## src/inc/dsw_pkg.sv

```systemverilog
package dsw_pkg;

  // =====================================================================
  // frame layout
  localparam int FRAME_BITS = 24;
  localparam int CODE_BITS  = 16;
  localparam int MODE_LSB   = 16;
  localparam int MODE_MSB   = 17;
  localparam int CNT_BITS   = 5;

  // =====================================================================
  // reset values
  localparam logic [15:0] CODE_RESET = 16'h0000;
  localparam logic [1:0]  MODE_RESET = 2'h0;

  // =====================================================================
  // power modes
  typedef enum logic [1:0] {
    MODE_NORMAL   = 2'b00,
    MODE_PD_1K    = 2'b01,
    MODE_PD_100K  = 2'b10,
    MODE_HIGH_Z   = 2'b11
  } dsw_mode_e;

  // =====================================================================
  // frame states
  typedef enum logic [1:0] {
    ST_IDLE  = 2'b00,
    ST_SHIFT = 2'b01,
    ST_DONE  = 2'b10
  } dsw_state_e;

endpackage

```

## src/hw/dsw_serial_port.sv

```systemverilog
// How it works
// - frame select falling, edge sensitive, opens a frame for the shifter
// - each of the first 24 serial clock falling edges in a frame shifts one data bit, later ones are ignored
// - on the 24th falling edge code and mode update together
// - frame select rising before 24th edge discards the partial frame
// - frame is msb first: six ignored, two mode, sixteen code bits
// - mode 00 normal, 01 1k, 10 100k, 11 high impedance
// - reset clears code and mode to zero until a full frame
module dsw_serial_port #(
  parameter int CODE_W = 16
) (
  // clock and reset
  input  wire logic              mclk,
  input  wire logic              nrst,
  input  wire logic              clkEn,
  // serial pins
  input  wire logic              syncN,
  input  wire logic              sclk,
  input  wire logic              sdin,
  // converter side
  output logic      [CODE_W-1:0] dacCode,
  output logic      [1:0]        powerMode,
  output logic                   updatePulse,
  output logic                   abortPulse
);

  // =====================================================================
  // pin synchronisers: three stages, change taken when 2nd and 3rd agree
  logic [2:0] syncSr;
  logic [2:0] sclkSr;
  logic [2:0] dinSr;

  always_ff @(posedge mclk or negedge nrst)
  begin
    if (!nrst)
    begin
      syncSr <= 3'h7;
      sclkSr <= 3'h0;
      dinSr  <= 3'h0;
    end
    else if (clkEn)
    begin
      syncSr <= {syncSr[1:0], syncN};
      sclkSr <= {sclkSr[1:0], sclk};
      dinSr  <= {dinSr[1:0], sdin};
    end
  end

  // filtered levels
  logic syncLvl_q;
  logic sclkLvl_q;

  always_ff @(posedge mclk or negedge nrst)
  begin
    if (!nrst)
    begin
      syncLvl_q <= 1'b1;
      sclkLvl_q <= 1'b0;
    end
    else if (clkEn)
    begin
      if (syncSr[1] == syncSr[2])
        syncLvl_q <= syncSr[2];
      if (sclkSr[1] == sclkSr[2])
        sclkLvl_q <= sclkSr[2];
    end
  end

  logic sclkFall;
  logic syncFall;
  logic syncRise;

  assign sclkFall = sclkLvl_q && (sclkSr[1] == sclkSr[2]) && !sclkSr[2];
  assign syncFall = syncLvl_q && (syncSr[1] == syncSr[2]) && !syncSr[2];
  assign syncRise = !syncLvl_q && (syncSr[1] == syncSr[2]) && syncSr[2];

  // =====================================================================
  // frame state machine
  dsw_pkg::dsw_state_e                   state_q;
  logic [dsw_pkg::CNT_BITS-1:0]          bitCnt_q;
  logic [dsw_pkg::FRAME_BITS-1:0]        shReg_q;
  logic                                  lastEdge;

  assign lastEdge = sclkFall &&
    (bitCnt_q == 5'(dsw_pkg::FRAME_BITS - 1));

  always_ff @(posedge mclk or negedge nrst)
  begin
    if (!nrst)
    begin
      state_q  <= dsw_pkg::ST_IDLE;
      bitCnt_q <= 5'h00;
      shReg_q  <= 24'h000000;
    end
    else if (clkEn)
    begin
      case (state_q)
        dsw_pkg::ST_IDLE:
        begin
          if (syncFall)
          begin
            state_q  <= dsw_pkg::ST_SHIFT;
            bitCnt_q <= 5'h00;
          end
        end
        dsw_pkg::ST_SHIFT:
        begin
          if (syncRise)
          begin
            state_q  <= dsw_pkg::ST_IDLE;
            bitCnt_q <= 5'h00;
            shReg_q  <= 24'h000000;
          end
          else if (sclkFall)
          begin
            shReg_q  <= {shReg_q[dsw_pkg::FRAME_BITS-2:0], dinSr[2]};
            bitCnt_q <= bitCnt_q + 5'h01;
            if (lastEdge)
              state_q <= dsw_pkg::ST_DONE;
          end
        end
        dsw_pkg::ST_DONE:
        begin
          if (syncRise)
          begin
            state_q  <= dsw_pkg::ST_IDLE;
            bitCnt_q <= 5'h00;
          end
        end
        default:
        begin
          state_q  <= dsw_pkg::ST_IDLE;
          bitCnt_q <= 5'h00;
        end
      endcase
    end
  end

  // =====================================================================
  // converter registers
  logic [dsw_pkg::FRAME_BITS-1:0] fullWord;

  assign fullWord = {shReg_q[dsw_pkg::FRAME_BITS-2:0], dinSr[2]};

  always_ff @(posedge mclk or negedge nrst)
  begin
    if (!nrst)
    begin
      dacCode   <= CODE_W'(dsw_pkg::CODE_RESET);
      powerMode <= dsw_pkg::MODE_RESET;
    end
    else if (clkEn)
    begin
      if (state_q == dsw_pkg::ST_SHIFT && !syncRise && lastEdge)
      begin
        dacCode   <= fullWord[CODE_W-1:0];
        powerMode <= fullWord[dsw_pkg::MODE_MSB:dsw_pkg::MODE_LSB];
      end
    end
  end

  always_ff @(posedge mclk or negedge nrst)
  begin
    if (!nrst)
    begin
      updatePulse <= 1'b0;
      abortPulse  <= 1'b0;
    end
    else if (clkEn)
    begin
      updatePulse <= (state_q == dsw_pkg::ST_SHIFT) && !syncRise &&
                     lastEdge;
      abortPulse  <= (state_q == dsw_pkg::ST_SHIFT) && syncRise;
    end
    else
    begin
      updatePulse <= 1'b0;
      abortPulse  <= 1'b0;
    end
  end

  // =====================================================================
  // checks
  a_update_on_last: assert property (
    @(posedge mclk) disable iff (!nrst)
    (clkEn && state_q == dsw_pkg::ST_SHIFT && !syncRise && lastEdge)
      |=> updatePulse && state_q == dsw_pkg::ST_DONE)
    else $error("update not taken on last edge");

  a_abort_keeps_code: assert property (
    @(posedge mclk) disable iff (!nrst)
    (clkEn && state_q == dsw_pkg::ST_SHIFT && syncRise)
      |=> $stable(dacCode) && $stable(powerMode) && abortPulse
          && bitCnt_q == 5'h00)
    else $error("abort changed outputs");

  a_code_only_update: assert property (
    @(posedge mclk) disable iff (!nrst)
    !updatePulse |-> $stable(dacCode) || !$past(nrst))
    else $error("code changed without update");

  a_done_ignores: assert property (
    @(posedge mclk) disable iff (!nrst)
    (state_q == dsw_pkg::ST_DONE && !syncRise) |=>
      state_q == dsw_pkg::ST_DONE && $stable(dacCode))
    else $error("edges not ignored after frame");

  a_count_shift: assert property (
    @(posedge mclk) disable iff (!nrst)
    (clkEn && state_q == dsw_pkg::ST_SHIFT && sclkFall && !syncRise)
      |=> bitCnt_q == $past(bitCnt_q) + 5'h01)
    else $error("bit count did not advance");

  a_frame_open: assert property (
    @(posedge mclk) disable iff (!nrst)
    (clkEn && state_q == dsw_pkg::ST_IDLE && syncFall)
      |=> state_q == dsw_pkg::ST_SHIFT && bitCnt_q == 5'h00)
    else $error("frame did not open");

  a_mode_field: assert property (
    @(posedge mclk) disable iff (!nrst)
    updatePulse |->
      powerMode == $past(fullWord[dsw_pkg::MODE_MSB:dsw_pkg::MODE_LSB]))
    else $error("mode field wrong");

  a_code_field: assert property (
    @(posedge mclk) disable iff (!nrst)
    updatePulse |-> dacCode == $past(fullWord[CODE_W-1:0]))
    else $error("code field wrong");

endmodule // dsw_serial_port

```

## config.mk

```make
export PLATFORM = sky130hd
export DESIGN_NAME = dsw_serial_port
export DESIGN_NICKNAME = d
export VERILOG_FILES = /design/src/inc/dsw_pkg.sv /design/src/hw/dsw_serial_port.sv
export SDC_FILE = /design/constraint.sdc
export NUM_CORES = 1
export LEC_CHECK = 0
export BUFFER_PORTS_ARGS = -buffer_cell sky130_fd_sc_hd__buf_4
export CORE_ASPECT_RATIO = 0.7
export CORE_MARGIN = 4
export CORE_UTILIZATION = 55
export CTS_CLUSTER_SIZE = 8
export DETAILED_ROUTE_END_ITERATION = 8
export GPL_TIMING_DRIVEN = 0
export PLACE_DENSITY = 0.83
export SYNTH_ARGS = -nofsm -noshare
export SYNTH_HDL_FRONTEND = slang
export SYNTH_SLANG_ARGS = --single-unit
```

## constraint.sdc

```tcl
create_clock -name mclk -period 2.5 [get_ports mclk]
set_input_delay 0.25 -clock mclk [delete_from_list [all_inputs] [get_ports mclk]]
set_output_delay 0.25 -clock mclk [all_outputs]
set_load 0.05 [all_outputs]
```

==> results of run 1 <==
-- through the flow --
stage          instances  total power, mW  util, %  instance area, sq um  setup WS [ns]
2_1_floorplan        163            1.289        -                  2360         0.6770
3_3_place_gp         239            1.354    64.84                  2605         0.6061
3_5_place_dp         239            1.391    64.84                  2605         0.5228
4_1_cts              248            1.863    67.21                  2700         0.5249
5_1_grt              248            1.962    67.21                  2700         0.3763
6_report             248            1.862    67.21                  2700         0.5198
-- Yosys cell counts, types with 2 or more instances --
cell type / instances / area [sq um]
nand3_1: 3 / 15.01
buf_6: 3 / 33.78
mux2_2: 9 / 101.4
dfstp_2: 4 / 105.1
inv_1: 6 / 22.52
and3b_1: 2 / 17.52
nand4b_1: 2 / 17.52
a22o_1: 17 / 148.9
nor2b_1: 2 / 12.51
buf_2: 4 / 20.02
nand3b_1: 2 / 15.01
dfrtp_1: 51 / 1276
mux2_4: 18 / 270.3
nand2b_1: 3 / 18.77
a31oi_1: 4 / 25.02
o211ai_1: 4 / 30.03
o41a_1: 2 / 22.52
a21oi_1: 4 / 20.02
nor2_1: 3 / 11.26
nand4_1: 2 / 12.51
-- final cells by class --
cell class,count,area [sq um]
buffer,9,61.31
clock buffer,6,72.57
clock inverter,2,12.51
fill,283,1318
inverter,6,22.52
multi-input combinational,93,894.6
sequential,55,1381
tap,52,65.06
timing repair buffer,25,190.2
-- flip-flops by register name, summed over array words and instances, names as in the netlist --
| name | count |
|---|---|
| abortPulse | 1 |
| syncLvl_q | 1 |
| shReg_q | 17 |
| powerMode | 2 |
| sclkLvl_q | 1 |
| state_q | 2 |
| syncSr | 3 |
| dinSr | 3 |
| dacCode | 16 |
| bitCnt_q | 5 |
| sclkSr | 3 |
| updatePulse | 1 |
-- path summary, 6_finish.rpt --
check | startpoint | endpoint | slack [ns]
setup reg to reg | syncLvl_q$_DFFE_PN1P_ | shReg_q[14]$_DFFE_PN0P_ | 0.52
min in group asynchronous | nrst | sclkSr[2]$_DFFE_PN0P_ | 0.52
setup / recovery | syncLvl_q$_DFFE_PN1P_ | shReg_q[14]$_DFFE_PN0P_ | 0.52
hold / removal | sdin | dinSr[0]$_DFFE_PN0P_ | 0.17
hold reg to reg | bitCnt_q[4]$_DFFE_PN0P_ | bitCnt_q[4]$_DFFE_PN0P_ | 0.50
max in group asynchronous | nrst | abortPulse$_DFF_PN0_ | 1.54
-- worst max-delay path: cells and delay by family (launching register included) --
| kind | cells | cell delay (ns) |
|---|---|---|
| DFF | 1 | 0.59 |
| buffers and inverters | 2 | 0.52 |
| AOI/OAI and AO/OA | 2 | 0.64 |
| and+or+nand+nor | 1 | 0.18 |
-- power by group through the flow --
stage               combinational, mW  sequential, mW  clock, mW
finish                          0.315            1.07      0.479
global route                    0.347            1.08      0.534
CTS                             0.313            1.06      0.486
detailed placement              0.312            1.08          0
global placement                0.287            1.07          0
floorplan                       0.231            1.06          0
-- logic make-up (layout without fill, tap and decap cells) --
kind of cell | Yosys count | in the layout | synth area share (%)
buffers and inverters | 15 | 48 | 3.552
DFF | 55 | 55 | 58.54
muxes | 27 | 27 | 15.75
and+or+nand+nor | 27 | 27 | 8.643
adders and majority gates | 1 | 1 | 0.5301
AOI/OAI and AO/OA | 38 | 38 | 12.99
-- per-layer routing --
metal,vias to the layer above,share of wire [%]
met2,48,49
met4,0,0.87
li1,681,-
met3,7,5.3
met1,778,45
met5,-,0
-- timing repair --
action,CTS,global route
hold buffers,1,0
gates resized for setup,0,0
setup buffers,0,0
hold endpoints to repair,35,0
==> results.yml, run 1 <==
run_status:
  status: "complete, no violations"
placement:
  port_buffers: 24
  dpl.hpwl_mm: 3.132
  gp_congestion: 0.8730
synth:
  synthArstFlopShare_pct: 100.0
  syn_inst: 163
  syn-cell-area_sq_mm: 0.002360
  synth_ff_type: "dfrtp_1"
  synth_edf_count: 0
  synth_warnings: 0
  avgSynthCellArea_sq_um: 14.48
  synth_nets: 170
  ys_types: 38
  synth_seq_area_share_pct: 58.54
  synth-seq-cells: 55
pwr:
  internal-power_mw: 1.309
  power_frac_seq_pct: 57.4
  power_density_mw_per_mm2: 689.8
  power_frac_clock_pct: 25.7
  p_leak_nw: 1.257
  switching_share_pct: 29.72
  p_sw_mw: 0.5535
  ir_drop_v: 0.0003716
  p_comb_share_pct: 16.9
cts:
  clock_latency_ns: 0.32
  clkTransAtPathRegs_ns: 0.09
  cts-htree-levels: 2
  clock-sinks: 55
  cts_made_buffers: 5
  clock_path_buffers: 2
  cts-root-buf: "clkbuf_8"
  cts_tree: "done"
final_layout:
  num_antenna_cells: 0
  nNetsFinal: 202
  final_common_cell: "dfrtp_1"
  drive_gt1_share_pct: 36.22
  syn2layout_area_growth_pct: 14.42
  final_cell_mix: "dfrtp_1 (51), buf_4 (24), mux2_4 (18), a22o_1 (17), mux2_2 (9)"
sta:
  worstMarginPinSlew_ns: 0.6622
  final-max-slew-violation-count: 0
  hold_viol: 0
  max_freq_ghz: 0.5050
  tns_ns: 0
  rsz0062_at_grt: "false"
  slew_headroom_pct: 55.85
  timing.final.crit_share_pct: 79.21
  setup_violations: 0
  final_period_minus_worst_setup_slack_ns: 1.980
  fin_skew_ns: 0.01167
  fin_hold_ws_ns: 0.1660
global_routing:
  met2_usage_pct: 28.08
  grt_overflow: 0
  gr-usage-met3_pct: 4.480
  grt_usage_pct: 18.36
  grt-busiest-layer: "met2"
  grt_pass1_wl_mm: 7.783
  met1_usage_pct: 25.24
  grt_pass1_vias: 1524
  antenna_found_initial: 0
  grt_max_degree: 56
setup_path:
  crit_arrival_ns: 2.23
  crit_required_ns: 2.75
  cp_slowest_cell: "dfstp_2"
  critPathLaunchType: "flop"
  reg2reg_depth: 5
  worstSetupEndpointType: "flop"
  path_class: "flop to flop"
  max_stage_delay_ns: 0.59
  critical_path.max_fanout: 10
  cp_cell_sequence: "and3b_1 > buf_2 > o21ai_1 > buf_2 > a22o_1"
  path_common_cell: "buf_2"
min_path:
  worstHoldPathCells: 2
  worst_hold_path_type: "primary input to flop"
die:
  die_area_sq_mm: 0.005419
  num_io_pins: 26
  initial_utilization_pct: 58.74
  core_sq_mm: 0.004018
  fp.dieW_um: 86.29
  rows: 19
  dieHeight_um: 62.80
route:
  routed-via-count: 1514
  drt_iter0_drc: 201
  wirelength_mm: 4.622
  ant_nets: 0
  drt-wirelength-per-cell_um: 18.64
  drt-vias-per-instance: 6.105
  drt_pass1_iterations: 4
  drc: 0
job:
  cap_violations: 0
(Power assumes the default switching activity.)
==> run 2: changes to the inputs <==
--- a/config.mk
+++ b/config.mk
@@ -5,6 +5,7 @@
 export SDC_FILE = /design/constraint.sdc
 export NUM_CORES = 1
 export LEC_CHECK = 0
+export ABC_AREA = 1
 export BUFFER_PORTS_ARGS = -buffer_cell sky130_fd_sc_hd__buf_4
 export CORE_ASPECT_RATIO = 0.7
 export CORE_MARGIN = 4
==> constraint.sdc (replaced) <==
create_clock -name mclk -period 2.1 [get_ports mclk]
set_input_delay 0.21 -clock mclk [delete_from_list [all_inputs] [get_ports mclk]]
set_output_delay 0.21 -clock mclk [all_outputs]
set_load 0.05 [all_outputs]
==> run 2 against run 1 <==
- setup slack got worse by 0.17 ns
- synthesized cell count rose by 40%
- non-clock buffer count decreased by 1
- register-to-register slack got worse by 0.17 ns
- sequential power up 31%
- hold slack got worse by 0.052 ns
- cell count increased by 26%
- area after synthesis is 4.4% lower
- fmax grew 13%
- clock-buffer cell count is the same
- global-route usage decreased by 1.0 points
- critical endpoint is now dacCode[12]$_DFFE_PN0P_
- highest routed layer unchanged
==> results.yml, run 2 <==
run_status:
  status: "complete, no violations"
min_path:
  worst_hold_path_type: "primary input to flop"
  min_from: "syncN"
  worstHoldPathCells: 3
  holdPathEnd: "syncSr[0]$_DFFE_PN1P_"
placement:
  dpl.hpwl_mm: 2.904
  gp_congestion: 0.7447
  port_buffers: 25
  pre_cts_ws_ns: 0.3918
synth:
  avgSynthCellArea_sq_um: 9.894
  synth_top_family_by_area: "simple AND/OR/NAND/NOR gates"
  syn_inst: 228
  synthXorXnorAreaFrac_pct: 0
  synth_top_area_share_pct: 56.57
  syn-cell-area_sq_mm: 0.002256
  synth_area_leaders: "dfrtp_1 (57%), nand2_1 (7.8%), inv_1 (5.2%)"
  ys_types: 26
  synth_edf_count: 0
  synth_warnings: 0
  ys_top_cells_by_count: "dfrtp_1 (51), nand2_1 (47), inv_1 (31)"
  synth_simple_gate_area_share_pct: 15.64
  yosysMostFrequentCell: "dfrtp_1"
  synthMuxAreaShare_pct: 0
  synth-seq-cells: 55
  synthArstFlopShare_pct: 100.0
  yosys.area_share.adder_pct: 0.5546
  synth_compound_area_share_pct: 14.75
  synth_top_area_cell: "dfrtp_1"
  synth_nets: 235
  synth_ff_type: "dfrtp_1"
  synth_seq_area_share_pct: 61.23
sta:
  final_period_minus_worst_setup_slack_ns: 1.746
  tns_ns: 0
  hold_viol: 0
  worstMarginPinSlew_ns: 0.6654
  slew_headroom_pct: 55.64
  max_freq_ghz: 0.5727
  fin_hold_ws_ns: 0.1137
  final-max-slew-violation-count: 0
  fin_skew_ns: 0.005153
  setup_slack_ns: 0.3540
  setup_violations: 0
  timing.final.crit_share_pct: 83.14
  rsz0062_at_grt: "false"
global_routing:
  grt_usage_pct: 17.31
  grt_pass1_vias: 1575
  grt_pass1_wl_mm: 7.031
  antenna_found_initial: 0
  grt_overflow: 0
  grt_max_degree: 56
cts:
  cts_tree: "done"
  clock_path_buffers: 2
  cts_made_buffers: 5
  cts-root-buf: "clkbuf_8"
  ctsHoldBuffers: 1
  cts_setup_buffers: 0
  clkTransAtPathRegs_ns: 0.09
  cts_resized: 0
  cts-htree-levels: 2
  clock_latency_ns: 0.29
  clock-sinks: 55
setup_path:
  crit_required_ns: 2.28
  rr_startpoint: "bitCnt_q[0]$_DFFE_PN0P_"
  worstSetupEndpointType: "flop"
  reg2reg_depth: 8
  crit_arrival_ns: 1.92
  path_class: "flop to flop"
  critPathLaunchType: "flop"
  reg2reg_to: "dacCode[12]$_DFFE_PN0P_"
  r2r_slack_ns: 0.35
  critical_path.max_fanout: 10
die:
  fp.dieW_um: 84.55
  die_area_sq_mm: 0.005207
  core_sq_mm: 0.003946
  num_io_pins: 26
  dieHeight_um: 61.59
  rows: 19
  initial_utilization_pct: 57.17
job:
  cap_violations: 0
route:
  drt_pass1_iterations: 4
  drc: 0
  routed-via-count: 1632
  ant_nets: 0
  drt-wirelength-per-cell_um: 13.06
  drt-vias-per-instance: 5.214
  drt_iter0_drc: 102
  wirelength_mm: 4.088
pwr:
  ir_drop_v: 0.0007003
  power_density_mw_per_mm2: 1019
  p_leak_nw: 1.308
final_layout:
  drive_gt1_share_pct: 23.75
  largest_reg_flops: 17
  final_cell_mix: "dfrtp_1 (51), nand2_1 (47), inv_1 (31), buf_4 (25), o22ai_1 (17)"
  final_common_cell: "dfrtp_1"
  nNetsFinal: 268
  max_flop_register: "shReg_q"
  syn2layout_area_growth_pct: 16.20
  num_antenna_cells: 0
  top_regs: "shReg_q x17, dacCode x16, bitCnt_q x5"
-- run 2: cell types whose count changed in the layout (fill, tap and decap cells not counted), sizes merged, moves of 3 or more --
cell    delta
nand3      +9
nor2      +11
o22ai     +17
a31oi      -4
a22o      -17
nand2     +48
mux2      -27
nand2b     -3
inv       +27
o211ai     -3
o21ai     +29
-- run 2: layer usage --
layer	up-vias	track usage [%]	part of all wire, %
met5	-	0	0
met4	0	4.289	0.66
met3	5	4.011	4.3
met2	30	30.10	46
met1	792	22.69	49
li1	805	-	-
-- run 2: cell families after synthesis --
group / after synthesis
compound gates: 53
fa+ha+maj: 1
buf+inv: 40
flops: 55
simple gates: 79
-- run 2: per-stage QoR --
step	util (%)	cells	power (mW)	instance area [sq um]
finish	66.42	313	2.670	2621
global route	66.42	313	2.841	2621
CTS	66.42	313	2.689	2621
detailed placement	63.57	305	2.031	2509
global placement	63.57	305	1.990	2509
floorplan	-	228	1.873	2256
-- run 2: critical path, stage by stage (launching register included) --
cell,delay (ns)
dfrtp_1,0.43
ha_1,0.22
nand2_1,0.10
nor3_1,0.31
nand3_2,0.14
buf_6,0.17
buf_6,0.14
nand2_1,0.05
o21ai_1,0.07
-- run 2: cell type report --
type                    count  area (sq um)
repair buffers             26         197.7
clock buffers               6         72.57
flip-flops and latches     55          1381
multi-input cells         133         698.2
clock inverters             1         30.03
fillers                   307          1325
well taps                  52         65.06
plain buffers               7         52.55
inverters                  33         123.9
-- run 2: worst max-delay path by stage --
stage / start / to / slack, ns / cells past startpoint
floorplan: bitCnt_q[0]$_DFFE_PN0P_ / dacCode[7]$_DFFE_PN0P_ / 0.64 / 8
global route: bitCnt_q[0]$_DFFE_PN0P_ / dacCode[12]$_DFFE_PN0P_ / 0.26 / 8
detailed placement: bitCnt_q[0]$_DFFE_PN0P_ / dacCode[12]$_DFFE_PN0P_ / 0.39 / 8
CTS: bitCnt_q[0]$_DFFE_PN0P_ / dacCode[12]$_DFFE_PN0P_ / 0.37 / 8
global placement: bitCnt_q[0]$_DFFE_PN0P_ / dacCode[7]$_DFFE_PN0P_ / 0.45 / 8
finish: bitCnt_q[0]$_DFFE_PN0P_ / dacCode[12]$_DFFE_PN0P_ / 0.35 / 8
-- run 2: power breakdown --
part	total, mW	switching, mW	internal (mW)
clock	0.658	0.309	0.350
combinational	0.614	0.398	0.216
sequential	1.40	0.105	1.29
total	2.67	0.812	1.86
==> run 3: changes to the inputs <==
==> constraint.sdc (replaced) <==
create_clock -name mclk -period 1.7 [get_ports mclk]
set_input_delay 0.17 -clock mclk [delete_from_list [all_inputs] [get_ports mclk]]
set_output_delay 0.17 -clock mclk [all_outputs]
set_load 0.05 [all_outputs]
==> run 3 against run 2 <==
- hold slack worse by 0.041 ns
- critical path depth is the same
- core utilization grew 0.79 points
- die area is the same
- flip-flop and latch count unchanged
- sequential power is 24% higher
- final area grew 1.2%
- non-clock buffer count is the same
- clock skew down 0.00087 ns
- critical endpoint unchanged
- largest cell class unchanged
- largest power group unchanged
- highest routed layer unchanged
==> results.yml, run 3 (same netlist as run 2, synthesis figures left out) <==
run_status:
  status: "complete, no violations"
placement:
  port_buffers: 25
  dpl.hpwl_mm: 2.904
  postPlaceCellArea_sq_mm: 0.002509
  pre_cts_ws_ns: -0.008220
  gp_congestion: 0.7447
setup_path:
  max_stage_delay_ns: 0.44
  r2r_slack_ns: 0.09
  crit_arrival_ns: 1.79
  path_class: "flop to flop"
  rr_startpoint: "bitCnt_q[0]$_DFFE_PN0P_"
  cp_slowest_cell: "dfrtp_1"
  critPathLaunchType: "flop"
  reg2reg_depth: 8
  cp_cell_sequence: "ha_1 > nand2_1 > nor3_4 > nand3_2 > buf_6 > buf_6 > nand2_1 > o21ai_1"
  crit_path_start: "bitCnt_q[0]$_DFFE_PN0P_"
  worstSetupEndpointType: "flop"
  reg2reg_to: "dacCode[12]$_DFFE_PN0P_"
  crit_required_ns: 1.88
  cp-endpoint: "dacCode[12]$_DFFE_PN0P_"
  critical_path.max_fanout: 10
route:
  drt-vias-per-instance: 5.185
  drc: 0
  drt_pass1_iterations: 4
  wirelength_mm: 4.092
  drt-wirelength-per-cell_um: 13.07
  drt_iter0_drc: 91
  ant_nets: 0
  routed-via-count: 1623
die:
  core_sq_mm: 0.003946
  num_io_pins: 26
  dieHeight_um: 61.59
  fp.dieW_um: 84.55
  initial_utilization_pct: 57.17
  rows: 19
  die_area_sq_mm: 0.005207
final_layout:
  top_regs: "shReg_q x17, dacCode x16, bitCnt_q x5"
  nNetsFinal: 268
  largest_reg_flops: 17
  num_antenna_cells: 0
  final_common_cell: "dfrtp_1"
  max_flop_register: "shReg_q"
  syn2layout_area_growth_pct: 17.58
  drive_gt1_share_pct: 24.52
  final_area_sq_mm: 0.002653
  final_cell_mix: "dfrtp_1 (51), nand2_1 (47), inv_1 (30), buf_4 (25), o22ai_1 (17)"
  final_core_util_pct: 67.22
sta:
  hold_viol: 0
  final_period_minus_worst_setup_slack_ns: 1.607
  timing.final.crit_share_pct: 94.51
  setup_violations: 0
  max_freq_ghz: 0.6224
  fin_hold_ws_ns: 0.07312
  setup_slack_ns: 0.09325
  slew_headroom_pct: 55.59
  final-max-slew-violation-count: 0
  worstMarginPinSlew_ns: 0.6661
  fin_skew_ns: 0.004281
  rsz0062_at_grt: "false"
job:
  cap_violations: 0
cts:
  cts-root-buf: "clkbuf_8"
  clkTransAtPathRegs_ns: 0.09
  clock_path_buffers: 2
  cts-htree-levels: 2
  clock_latency_ns: 0.29
  cts_tree: "done"
  clock-sinks: 55
  cts_made_buffers: 5
global_routing:
  grt_max_degree: 56
  antenna_found_initial: 0
  grt_pass1_vias: 1577
  grt_overflow: 0
  grt_usage_pct: 17.37
  grt_pass1_wl_mm: 7.051
pwr:
  ir_drop_v: 0.0008652
  power_density_mw_per_mm2: 1255
  p_leak_nw: 1.308
min_path:
  worst_hold_path_type: "primary input to flop"
[run 3: cell counts in the layout (fill, tap and decap cells not counted)]
Identical to the previous run, type by type.
[run 3: cell type report]
class                      instances  area (sq um)
multi-input combinational        133         729.5
clock buffer                       6         72.57
buffer                             7         52.55
timing repair buffer              26         197.7
clock inverter                     1         30.03
fill                             307          1294
inverter                          33         123.9
sequential                        55          1381
tap                               52         65.06
[run 3: per-stage QoR]
| step | setup TNS, ns | instances | power, mW |
|---|---|---|---|
| after CTS | 0 | 313 | 3.325 |
| after global placement | 0 | 305 | 2.458 |
| after floorplan | 0 | 228 | 2.313 |
| after detailed placement | -0.008220 | 305 | 2.509 |
| final | 0 | 313 | 3.329 |
| after global routing | 0 | 313 | 3.542 |
[run 3: worst min-delay path by stage]
stage	from	slack [ns]	end	cells past startpoint
detailed placement	nrst	0.25	dacCode[11]$_DFFE_PN0P_	1
CTS	syncN	0.07	syncSr[0]$_DFFE_PN1P_	3
global route	syncN	0.08	syncSr[0]$_DFFE_PN1P_	3
global placement	nrst	0.25	dacCode[11]$_DFFE_PN0P_	1
finish	syncN	0.07	syncSr[0]$_DFFE_PN1P_	3
floorplan	nrst	-0.13	abortPulse$_DFF_PN0_	0
[run 3: metal layers]
layer	part of all wire [%]	track usage [%]	routed length, um
met4	0.66	4.289	27
met2	46	30.32	1899
met1	49	22.69	1992
met5	0	0	0
met3	4.2	4.011	172
[run 3: where the power goes]
group,internal (mW),switching (mW),total (mW)
logic,0.273,0.509,0.782
clock network,0.432,0.379,0.811
registers,1.60,0.139,1.74
total,2.30,1.03,3.33
[run 3: worst max-delay path, delay by kind of cell (launching register included)]
kind | cells | cell delay (ns)
AOI/OAI and AO/OA | 1 | 0.06
adders and majority gates | 1 | 0.22
buffers and inverters | 2 | 0.29
DFF | 1 | 0.44
and+or+nand+nor | 4 | 0.46
[run 3: what timing repair did]
action,in CTS,in global routing
pin swaps,0,0
endpoints found under the setup margin,10,17
buffers inserted,0,0
resized for setup,1,5
hold buffers,1,0
hold endpoints to repair,51,0
